File: config.mk
export PLATFORM = sky130hd
export DESIGN_NAME = one_shot_timer
export DESIGN_NICKNAME = d
export VERILOG_FILES = /design/src/one_shot_pkg.sv /design/src/one_shot_timer.sv
export VERILOG_INCLUDE_DIRS = /design/src /design/src/src
export SDC_FILE = /design/constraint.sdc
export NUM_CORES = 1
export LEC_CHECK = 0
export CAP_MARGIN = 20
export CORE_UTILIZATION = 52
export CTS_CLUSTER_DIAMETER = 100
export CTS_CLUSTER_SIZE = 28
export DETAILED_ROUTE_END_ITERATION = 8
export DONT_BUFFER_PORTS = 1
export PLACE_DENSITY = 0.7
export SLEW_MARGIN = 20
export SYNTH_ARGS = -nofsm -noshare
export SYNTH_HDL_FRONTEND = slang
export SYNTH_SLANG_ARGS = --single-unit
export TNS_END_PERCENT = 5
File: constraint.sdc
create_clock -name aclk -period 8.9 [get_ports aclk]
set_clock_uncertainty 0.1 [all_clocks]
set_input_delay 0.445 -clock aclk [delete_from_list [all_inputs] [get_ports aclk]]
set_output_delay 0.445 -clock aclk [all_outputs]
set_load 0.05 [all_outputs]
File: src/one_shot_defs.svh
// Constants of the one-shot timer: offsets, fields, resets and timing.
`ifndef ONE_SHOT_DEFS_SVH
`define ONE_SHOT_DEFS_SVH
// Register byte offsets on the AXI4-Lite bus.
`define OFS_CTRL       8'h00
`define OFS_MPER       8'h04
`define OFS_STAT       8'h08
// Control register fields.
`define CTRL_FALL      0
`define CTRL_RETRIG    1
`define CTRL_REARM_LO  8
`define CTRL_REARM_HI  15
`define CTRL_RESET     32'h0000_0100
// Writable control bits: edge sense, retrigger and rearm length.
`define CTRL_MASK      32'h0000_FF03
// Timing: master period and clock period in ns, cycles per master tick.
`define CLK_NS         10
`define MASTER_NS      1000
`define MASTER_CYCLES  (`MASTER_NS / `CLK_NS)
// Start-up length and code stability window, in master periods.
`define START_TICKS    9'd500
`define STABLE_TICKS   9'd16
// Code change delay: 16 * (difference + 6) master periods.
`define CHG_MULT       4
`define CHG_OFFSET     5'd6
// Divide ratio exponent step: each code step is a factor of 8.
`define RATIO_STEP     3
// AXI responses.
`define RESP_OKAY      2'h0
`define RESP_SLVERR    2'h2
`endif

File: src/one_shot_pkg.sv
// Types shared by the one-shot timer.
package one_shot_pkg;
  // Sequencer states of the pulse generator.
  typedef enum logic [1:0] {
    ST_START = 2'b00,
    ST_IDLE  = 2'b01,
    ST_PULSE = 2'b10,
    ST_REARM = 2'b11
  } seq_state_t;
endpackage : one_shot_pkg

File: src/one_shot_timer.sv
// Retriggerable one-shot timer core with an AXI4-Lite register slave.
//
// Behaviour
// A qualifying trigger edge drives the output active for the pulse length.
// Pulse length is the divide ratio times the master period.
// Non-retriggerable mode ignores triggers during the pulse and rearm time.
// The source holds each trigger level at least the minimum width.
// Retriggerable mode ends one pulse length after the latest edge.
// The source spaces retriggers by at least the retrigger spacing.
// Rising or falling edge, with or without retrigger, are selectable.
// Polarity bit is the code MSB; codes 8 and up invert the output.
// A changed code is adopted after 16 times (difference plus 6) periods.
// A new code is taken only when stable, directly, skipping between values.
// A code change during a pulse may give a length between both settings.
// After reset a start-up interval holds the output low.
// Start-up lasts 500 master periods whatever the divide ratio.
// Start-up waits for a stable code before any pulse.
// Start-up ends by latching the code and setting the idle output level.
// A trigger sets the output latch; the timing chain clears it.
// Codes 0..7 give ratios 1..2^21 by powers of 8; 8..15 mirror them.
// The divider code arrives as a 4-bit quantized value.
// The pulse counts ratio master periods; a retrigger restarts the count.
// Trigger edges are found by synchronizing and comparing with the past.
//
// Design decisions made here: the register addresses and the AXI4-Lite interface to the registers.
`timescale 1ns/1ns
`include "one_shot_defs.svh"

module one_shot_timer
  import one_shot_pkg::*;
#(
  parameter logic [15:0] MASTER_CYCLES = 16'(`MASTER_CYCLES)
) (
  // Clock and reset.
  input  wire logic        aclk,
  input  wire logic        aresetn,
  // AXI4-Lite write address and data.
  input  wire logic [7:0]  awaddr,
  input  wire logic        awvalid,
  output logic             awready,
  input  wire logic [31:0] wdata,
  input  wire logic [3:0]  wstrb,
  input  wire logic        wvalid,
  output logic             wready,
  // AXI4-Lite write response.
  output logic [1:0]       bresp,
  output logic             bvalid,
  input  wire logic        bready,
  // AXI4-Lite read.
  input  wire logic [7:0]  araddr,
  input  wire logic        arvalid,
  output logic             arready,
  output logic [31:0]      rdata,
  output logic [1:0]       rresp,
  output logic             rvalid,
  input  wire logic        rready,
  // Pins.
  input  wire logic        trigger_in,
  input  wire logic [3:0]  divider_code,
  output logic             pulse_out
);

  ////////////////////////////////////////////////////////////////////////////
  // Declarations.
  seq_state_t  state;
  logic [31:0] ctrl;
  logic [15:0] mper;
  logic [15:0] pre_cnt;
  logic        tick;
  logic        trigger_in_s1, trigger_in_s2, trigger_in_prev;
  logic [3:0]  code_s1, code_s2, code_last, code_act;
  logic [8:0]  start_cnt;
  logic [8:0]  filt_cnt;
  logic [8:0]  need;
  logic [3:0]  diff;
  logic [21:0] pcnt;
  logic [21:0] limit;
  logic [7:0]  rcnt;
  logic        qual, start_done, code_moved;
  logic        aw_held, w_held, do_write;
  logic        next_aw_held, next_w_held, next_bvalid, next_rvalid;
  logic        aw_take, w_take, ar_take;
  logic [7:0]  aw_addr_q;
  logic [31:0] w_data_q;
  logic [3:0]  w_strb_q;

  // Divide ratio exponent; upper codes mirror the lower ones.
  function automatic logic [4:0] ratio_exp(input logic [3:0] c);
    logic [2:0] idx;
    idx = c[3] ? ~c[2:0] : c[2:0];
    return 5'(idx * `RATIO_STEP);
  endfunction : ratio_exp

  // Byte-lane merge of a write into an existing word.
  function automatic logic [31:0] merge(input logic [31:0] old,
                                        input logic [31:0] val,
                                        input logic [3:0]  strb);
    logic [31:0] res;
    res = old;
    for (int i = 0; i < 4; i++) begin
      if (strb[i]) begin
        res[i*8 +: 8] = val[i*8 +: 8];
      end
    end
    return res;
  endfunction : merge

  ////////////////////////////////////////////////////////////////////////////
  // Master time base.

  // Prescaler stands in for the resistor-set oscillator period.
  always_ff @(posedge aclk) begin
    if (!aresetn) begin
      pre_cnt <= 16'h0000;
      tick    <= 1'b0;
    end else if (pre_cnt + 16'h0001 >= mper) begin
      pre_cnt <= 16'h0000;
      tick    <= 1'b1;
    end else begin
      pre_cnt <= pre_cnt + 16'h0001;
      tick    <= 1'b0;
    end
  end

  ////////////////////////////////////////////////////////////////////////////
  // Pin synchronisers and edge detection.

  // Two flops per pin; the code bits may land skewed, the filter hides it.
  always_ff @(posedge aclk) begin
    if (!aresetn) begin
      trigger_in_s1   <= 1'b0;
      trigger_in_s2   <= 1'b0;
      trigger_in_prev <= 1'b0;
      code_s1   <= 4'h0;
      code_s2   <= 4'h0;
      code_last <= 4'h0;
    end else begin
      trigger_in_s1   <= trigger_in;
      trigger_in_s2   <= trigger_in_s1;
      trigger_in_prev <= trigger_in_s2;
      code_s1   <= divider_code;
      code_s2   <= code_s1;
      code_last <= code_s2;
    end
  end

  // Qualifying edge follows the selected trigger sense.
  assign qual = ctrl[`CTRL_FALL] ? (trigger_in_prev & ~trigger_in_s2)
                                 : (~trigger_in_prev & trigger_in_s2);

  ////////////////////////////////////////////////////////////////////////////
  // Divider code filter.

  assign code_moved = (code_s2 != code_last);
  assign diff = (code_s2 > code_act) ? code_s2 - code_act
                                     : code_act - code_s2;
  assign need = 9'({`CHG_OFFSET + 5'(diff), 4'h0});
  assign start_done = (state == ST_START) && tick
                      && (start_cnt + 9'd1 >= `START_TICKS)
                      && (filt_cnt >= `STABLE_TICKS)
                      && !code_moved;

  // Any movement restarts the wait, so only a settled code is adopted.
  always_ff @(posedge aclk) begin
    if (!aresetn) begin
      filt_cnt <= 9'h000;
      code_act <= 4'h0;
    end else if (code_moved) begin
      filt_cnt <= 9'h000;
    end else if (state == ST_START) begin
      if (start_done) begin
        code_act <= code_s2;
        filt_cnt <= 9'h000;
      end else if (tick && filt_cnt < `STABLE_TICKS) begin
        filt_cnt <= filt_cnt + 9'd1;
      end
    end else if (code_s2 == code_act) begin
      filt_cnt <= 9'h000;
    end else if (tick) begin
      if (filt_cnt + 9'd1 >= need) begin
        code_act <= code_s2;
        filt_cnt <= 9'h000;
      end else begin
        filt_cnt <= filt_cnt + 9'd1;
      end
    end
  end

  ////////////////////////////////////////////////////////////////////////////
  // Start-up counter.

  // Saturates at its end; a moving code holds start-up open past it.
  always_ff @(posedge aclk) begin
    if (!aresetn) begin
      start_cnt <= 9'h000;
    end else if (state == ST_START && tick
                 && start_cnt + 9'd1 < `START_TICKS) begin
      start_cnt <= start_cnt + 9'd1;
    end
  end

  ////////////////////////////////////////////////////////////////////////////
  // Pulse sequencer.

  // The limit follows the live code, so a change mid-pulse bends its length.
  assign limit = 22'h00_0001 << ratio_exp(code_act);

  // Latch set by the trigger, cleared by the timing chain.
  always_ff @(posedge aclk) begin
    if (!aresetn) begin
      state <= ST_START;
      pcnt  <= 22'h00_0000;
      rcnt  <= 8'h00;
    end else begin
      unique case (state)
        ST_START: begin
          if (start_done) begin
            state <= ST_IDLE;
          end
        end
        ST_IDLE: begin
          if (qual) begin
            state <= ST_PULSE;
            pcnt  <= 22'h00_0000;
          end
        end
        ST_PULSE: begin
          if (qual && ctrl[`CTRL_RETRIG]) begin
            pcnt <= 22'h00_0000;
          end else if (tick) begin
            if (pcnt + 22'h00_0001 >= limit) begin
              state <= ctrl[`CTRL_RETRIG] ? ST_IDLE : ST_REARM;
              rcnt  <= 8'h00;
            end else begin
              pcnt <= pcnt + 22'h00_0001;
            end
          end
        end
        ST_REARM: begin
          // Triggers here are dropped on purpose.
          if (tick) begin
            if (rcnt >= ctrl[`CTRL_REARM_HI:`CTRL_REARM_LO]) begin
              state <= ST_IDLE;
            end else begin
              rcnt <= rcnt + 8'h01;
            end
          end
        end
      endcase
    end
  end

  // Output pin: low in start-up, else active level xor polarity bit.
  always_ff @(posedge aclk) begin
    if (!aresetn) begin
      pulse_out <= 1'b0;
    end else if (state == ST_START) begin
      pulse_out <= 1'b0;
    end else begin
      pulse_out <= (state == ST_PULSE) ^ code_act[3];
    end
  end

  ////////////////////////////////////////////////////////////////////////////
  // AXI4-Lite write path.

  assign aw_take = awvalid & awready;
  assign w_take  = wvalid & wready;
  assign do_write = aw_held & w_held & ~bvalid;
  assign next_aw_held = (aw_held | aw_take) & ~do_write;
  assign next_w_held  = (w_held | w_take) & ~do_write;
  assign next_bvalid  = (bvalid & ~bready) | do_write;

  // Address and data are caught in either order; the answer follows both.
  always_ff @(posedge aclk) begin
    if (!aresetn) begin
      aw_held   <= 1'b0;
      w_held    <= 1'b0;
      awready   <= 1'b0;
      wready    <= 1'b0;
      bvalid    <= 1'b0;
      bresp     <= `RESP_OKAY;
      aw_addr_q <= 8'h00;
      w_data_q  <= 32'h0000_0000;
      w_strb_q  <= 4'h0;
    end else begin
      aw_held <= next_aw_held;
      w_held  <= next_w_held;
      awready <= ~next_aw_held & ~next_bvalid;
      wready  <= ~next_w_held & ~next_bvalid;
      bvalid  <= next_bvalid;
      if (aw_take) begin
        aw_addr_q <= {awaddr[7:2], 2'b00};
      end
      if (w_take) begin
        w_data_q <= wdata;
        w_strb_q <= wstrb;
      end
      if (do_write) begin
        bresp <= (aw_addr_q == `OFS_CTRL || aw_addr_q == `OFS_MPER
                  || aw_addr_q == `OFS_STAT) ? `RESP_OKAY : `RESP_SLVERR;
      end
    end
  end

  // Writable registers; the status word ignores writes.
  always_ff @(posedge aclk) begin
    if (!aresetn) begin
      ctrl <= `CTRL_RESET;
      mper <= MASTER_CYCLES;
    end else if (do_write && aw_addr_q == `OFS_CTRL) begin
      ctrl <= merge(ctrl, w_data_q, w_strb_q) & `CTRL_MASK;
    end else if (do_write && aw_addr_q == `OFS_MPER) begin
      mper <= 16'(merge({16'h0000, mper}, w_data_q, w_strb_q));
    end
  end

  ////////////////////////////////////////////////////////////////////////////
  // AXI4-Lite read path.

  assign ar_take = arvalid & arready;
  assign next_rvalid = (rvalid & ~rready) | ar_take;

  // Data is sampled at the address edge and held until taken.
  always_ff @(posedge aclk) begin
    if (!aresetn) begin
      arready <= 1'b0;
      rvalid  <= 1'b0;
      rdata   <= 32'h0000_0000;
      rresp   <= `RESP_OKAY;
    end else begin
      arready <= ~next_rvalid;
      rvalid  <= next_rvalid;
      if (ar_take) begin
        rresp <= `RESP_OKAY;
        unique case ({araddr[7:2], 2'b00})
          `OFS_CTRL: rdata <= ctrl;
          `OFS_MPER: rdata <= {16'h0000, mper};
          `OFS_STAT: rdata <= {20'h0_0000, code_s2, code_act,
                               code_act[3], (state != ST_START),
                               (state == ST_REARM), (state == ST_PULSE)};
          default: begin
            rdata <= 32'h0000_0000;
            rresp <= `RESP_SLVERR;
          end
        endcase
      end
    end
  end

endmodule : one_shot_timer

Yosys cells after proc, flatten, opt, wreduce, memory -nomap -nowiden
Cells that the tools add are included.
- mux-type cells: 38
- eq/ne operators: 21
- shift operators: 1
- bitwise logic cells: 32
- magnitude comparators: 9
- add/subtract/negate cells: 8
- $mul: 1
- reductions and logical operators: 34
- operators with widths (cell ; number):
    22-bit 2-to-1 mux ; 4
    9-bit 2-to-1 mux ; 6
    16-bit case mux with 3 select lines ; 1
    22-bit case mux with 2 select lines ; 1
    8-bit 2-to-1 mux ; 5
    4-bit 2-to-1 mux ; 6
    22-bit by 1-bit adder with 22-bit output, second input constant ; 1
    22-bit greater-or-equal comparator ; 1
    1-bit by 5-bit left shift with 22-bit output, first input constant ; 1
    2-bit 2-to-1 mux ; 10
    9-bit by 1-bit adder with 9-bit output, second input constant ; 2
    16-bit by 1-bit adder with 16-bit output, second input constant ; 1
    16-bit greater-or-equal comparator ; 1
    2-bit inequality test, second input constant ; 8
    8-bit case mux with 2 select lines ; 1
    1-bit AND ; 13
    1-bit NOT ; 13
    6-bit by 1-bit equality test with 1-bit output, second input constant ; 2
    6-bit by 2-bit equality test with 1-bit output, second input constant ; 2
    2-bit nonzero test ; 5
    9-bit by 5-bit greater-or-equal comparator with 1-bit output, second input constant ; 1
    9-bit greater-or-equal comparator ; 1
    9-bit greater-or-equal comparator, second input constant ; 1
    1-bit logical AND ; 9
    34 further kinds ; 48
- word-level logic and storage cells: 176
- input port bits: 64
- register bits after elaboration: 180

Longest topological paths before layout
- depth after elaboration: 9
- depth in mapped cells: 19
- mapped depth without buffers: 19

Least setup slack after synthesis
No wires, ideal clock.
- path kind: reg-to-reg
- from: reg code_act[3]
- to: reg filt_cnt[2]
- arrival time: 3.562 ns
- cell stages (with the launch flop): 18
- period minus slack after synthesis: 3.727 ns
- library setup time: 0.065 ns
- path slack: 5.173 ns
- path buffers: 1
- cells stage by stage: dfxtp_1 -> clkbuf_1 -> inv_1 -> ha_1 -> and4_1 -> nor2_1 -> mux2i_1 -> xor2_1 -> ha_1 -> xnor2_1 -> ha_1 -> or2_2 -> a211oi_1 -> a21oi_1 -> o21a_1 -> nor2_1 -> a22oi_1 -> nor2_1
- longest elaborated chain between the ends: 8
- elaborated cells on any way between the ends: 13
- classes of those cells: 3 x add/sub; 2 x order compare; 1 x eq/ne; 5 x mux; 2 x reduce/logical
- RTL lines (what ; RTL line ; RTL):
    start, declared ; one_shot_timer.sv:71 ; logic [3:0] code_s1, code_s2, code_last, code_act;
    start signal, assigned ; one_shot_timer.sv:172 ; code_act <= code_s2;
    start signal, assigned ; one_shot_timer.sv:181 ; code_act <= code_s2;
    4-bit subtractor, or another cell as far along ; one_shot_timer.sv:156 ; : code_act - code_s2;
    4-bit 2-to-1 mux ; one_shot_timer.sv:155 ; assign diff = (code_s2 > code_act) ? code_s2 - code_act
    3-bit by 4-bit adder with 5-bit output (no source line) ; -- ;
    9-bit greater-or-equal comparator ; one_shot_timer.sv:180 ; if (filt_cnt + 9'd1 >= need) begin
    9-bit 2-to-1 mux ; one_shot_timer.sv:180 ;
    9-bit 2-to-1 mux ; one_shot_timer.sv:179 ; end else if (tick) begin
    9-bit 2-to-1 mux ; one_shot_timer.sv:177 ; end else if (code_s2 == code_act) begin
    9-bit 2-to-1 mux ; one_shot_timer.sv:170 ; end else if (state == ST_START) begin
    end signal, assigned ; one_shot_timer.sv:175 ; filt_cnt <= filt_cnt + 9'd1;
    end signal, assigned ; one_shot_timer.sv:184 ; filt_cnt <= filt_cnt + 9'd1;
    end, declared ; one_shot_timer.sv:73 ; logic [8:0] filt_cnt;
Several ways; a longest one is shown, not always the timed one. The select of a mux whose other input is x is not followed.
A chain may end at the register's enable or synchronous reset.

Worst setup path after layout
- from: reg pcnt[5]
- to: reg pcnt[1]
- longest elaborated chain between the ends: 4
- RTL lines (what ; RTL line ; RTL):
    start, declared ; one_shot_timer.sv:76 ; logic [21:0] pcnt;
    start signal, assigned ; one_shot_timer.sv:235 ; pcnt <= pcnt + 22'h00_0001;
    22-bit by 1-bit adder with 22-bit output ; one_shot_timer.sv:231 ; if (pcnt + 22'h00_0001 >= limit) begin
    22-bit greater-or-equal comparator ; one_shot_timer.sv:231 ;
    3-bit inequality test (no source line) ; -- ;
    4-bit AND reduction (no source line) ; -- ;
No other way between the ends.

==> impl_results.md <==
* Vias in the first global route at 6,897
* Largest net degree at the start of global routing at 72
* Clock sinks at roughly 160
* Synth top cells by count: nand2_1 (163), dfxtp_1 (162), nor2_1 (102)
* YS warnings at 0
* Clock root cell: clkbuf_16
* Area grow syn2layout at 6.91%
* Hpwl dp at 14,300 um
* # rows at 47
* EDFF count, synth at 0
* Grt ovf at 0
* Worst Max-Slew Pin Slew at between 700 and 800 ps
* Setup WS post-layout at about 4500 ps
* Crit end category: flop
* FFs w/ async S/R, synth at 0%
* WP data required at about 9200 ps
* Synth Register Bits at 162
* NumNets Final at around 1.2k
* Worst slack, placed at between 4000 and 5000 ps
* LEAKAGE at around 0.0037 uW
* Final Setup Violations at 0
* # resized after CTS at 0
* H-tree levels at 4
* DRT iter0 DRCs at 402
* Setup bufs post-CTS at 0
* 1st-pass router iterations at 5
* Slew margin rel. at 47.6%
* Synth area leaders: dfxtp_1 (36%), ha_1 (8.1%), nand2_1 (6.9%)
* Overall Global Routing Usage at a little under a quarter
* Cts bufs inserted at 17
* CP Data Arrival Time at approximately 4600 ps
* Worst setup SP type: flop
* DR vias at roughly 7.4k
* Antenna-violating nets left at 0
* Hold Fails Final Rpt at 0
* Syn avg cell area at about 8.0 um^2
* First-pass GRT wire length at approximately 33,000 um
* Reg clk slew, reported paths at roughly 70 ps
* Num ports at 106
* Max Slew Vio Count at 0
* Starting Density at 53.5%
* Sequential fraction of the synthesis area at about 36%
* Share of the synthesized area in the top cell type at a little over a third
* Maximum vdd drop at between 0.15 and 0.2 mV
* Synth Instances at ~1.1k
* Die area at about 18,000 um^2
* Die Wd at 133 um
* Routed wire length at roughly 20,000 um
* Ys flop type: dfxtp_1
* Post-route DRC at 0
* Via density at between 5 and 6
* Max-cap violations at 0
* Hold WC Path Type: in2reg
* WL/cell at roughly 15 um
* Clock latency on the worst-skew pair at between 400 and 500 ps
* Share of cells above drive strength 1 at under 10%
* Post-route setup TNS at 0 ps
* Top-count cell post-synth: nand2_1
* RSZ-0062 raised after global routing: no
* Die height at 133 um
* Crit Path Class: reg2reg
* Leading area contributor after synthesis: dfxtp_1
* Ant. Diodes at 0
* Gpl congestion at about 0.86
* PD cells at 169 nW/um^2
* CTS tree: done
* Port bufs at 0
* Core area at 16,600 um^2
* Clk buf depth at 2
* Tcrit/Tclk final at between 40 and 50%
* Fmax at about 230 MHz
* Status: finished clean
* Antenna violations before repair at 0
* Yosys cell types at 63
* CP Max Fanout at 15
* Final Critical Period at roughly 4400 ps
* CTS Hold Buffers Added at 0
* Mapped cell area at between 8000 and 9000 um^2
[power breakdown]
part           internal, uW  total [uW]  switching (uW)
combinational          38.1         114            76.1
clock                   402         741             339
sequential              738         758            20.1
total                  1180        1610             435
[kinds of logic (layout without fill, tap and decap cells)]
family	Yosys count	count (layout)	synth area share, %
and+or+nand+nor	458	458	24.7
AOI/OAI and AO/OA	235	235	16.6
DFF	162	162	36.4
buffers and inverters	119	86	6.13
adders and majority gates	60	60	8.60
xor gates and xnor gates	50	50	4.92
muxes	23	23	2.60
other	1	18	0.0421
[layout by cell type (no fill, tap or decap), types with 22 or more instances in the layout]
cell     count
a21oi_1     92
a22oi_1     22
xnor2_1     31
nand2_1    163
ha_1        58
nand3_1     39
inv_1       50
mux2i_1     22
o21ai_0     35
dfxtp_1    162
and2_1      22
nor2b_1     22
nor2_1     102
[per-stage QoR]
stage          power, uW  instance area (um^2)  hold slack [ps]  instances  utilization (%)
2_1_floorplan        879                  8970              312       1125                -
3_3_place_gp         887                  8920              316       1280             53.6
3_5_place_dp         889                  8920              325       1280             53.6
4_1_cts             1620                  9510             3.36       1312             57.1
5_1_grt             1670                  9520             14.7       1312             57.2
6_report            1610                  9520             29.5       1312             57.2
[worst max-delay path: stages (launching register included)]
cell and delay (ps):
dfxtp_1 520, nand4_1 270, nor3_2 430, and2_1 270, nand3_1 120, xnor2_1 170, ha_1 230, or2_2 300
o22a_1 170, or4_4 590, nand2_1 390, a31o_2 510, mux2i_1 230
[routing by layer]
| metal | wire (um) | GRT usage [%] | vias up |
|---|---|---|---|
| met3 | 971 | 5.52 | 16 |
| met1 | 9110 | 29.1 | 3463 |
| met2 | 9540 | 41.1 | 131 |
| met4 | 204 | 6.58 | 0 |
| met5 | 0 | 0 | - |
| li1 | - | - | 3758 |
[registers in the layout, indices dropped and copies added (netlist names), 4 cells and up]
signal and count:
code_act 4, mper 16, code_s1 4, w_data_q 16, start_cnt 9, pre_cnt 16
code_last 4, code_s2 4, filt_cnt 9, pcnt 22, rcnt 8, aw_addr_q 6
rdata 16, ctrl 10
[final timing paths]
check	slack [ps]	depth (start not counted)	from	endpoint
max	4520	12	pcnt[5]$_SDFFE_PN0P_	pcnt[1]$_SDFFE_PN0P_
min	30	1	aresetn	mper[2]$_SDFFE_PN1P_
max reg2reg	4520	12	pcnt[5]$_SDFFE_PN0P_	pcnt[1]$_SDFFE_PN0P_
min reg2reg	330	1	code_s1[3]$_SDFF_PN0_	code_s2[3]$_SDFF_PN0_
[cell type report]
cell class | count | area [um^2]
sequential | 162 | 3240
timing repair buffer | 3 | 22.5
clock inverter | 15 | 165
multi-input combinational | 844 | 5200
clock buffer | 17 | 425
tap | 220 | 275
inverter | 51 | 191
fill | 1500 | 7120
Note: power is estimated with default switching activity, not from simulation.
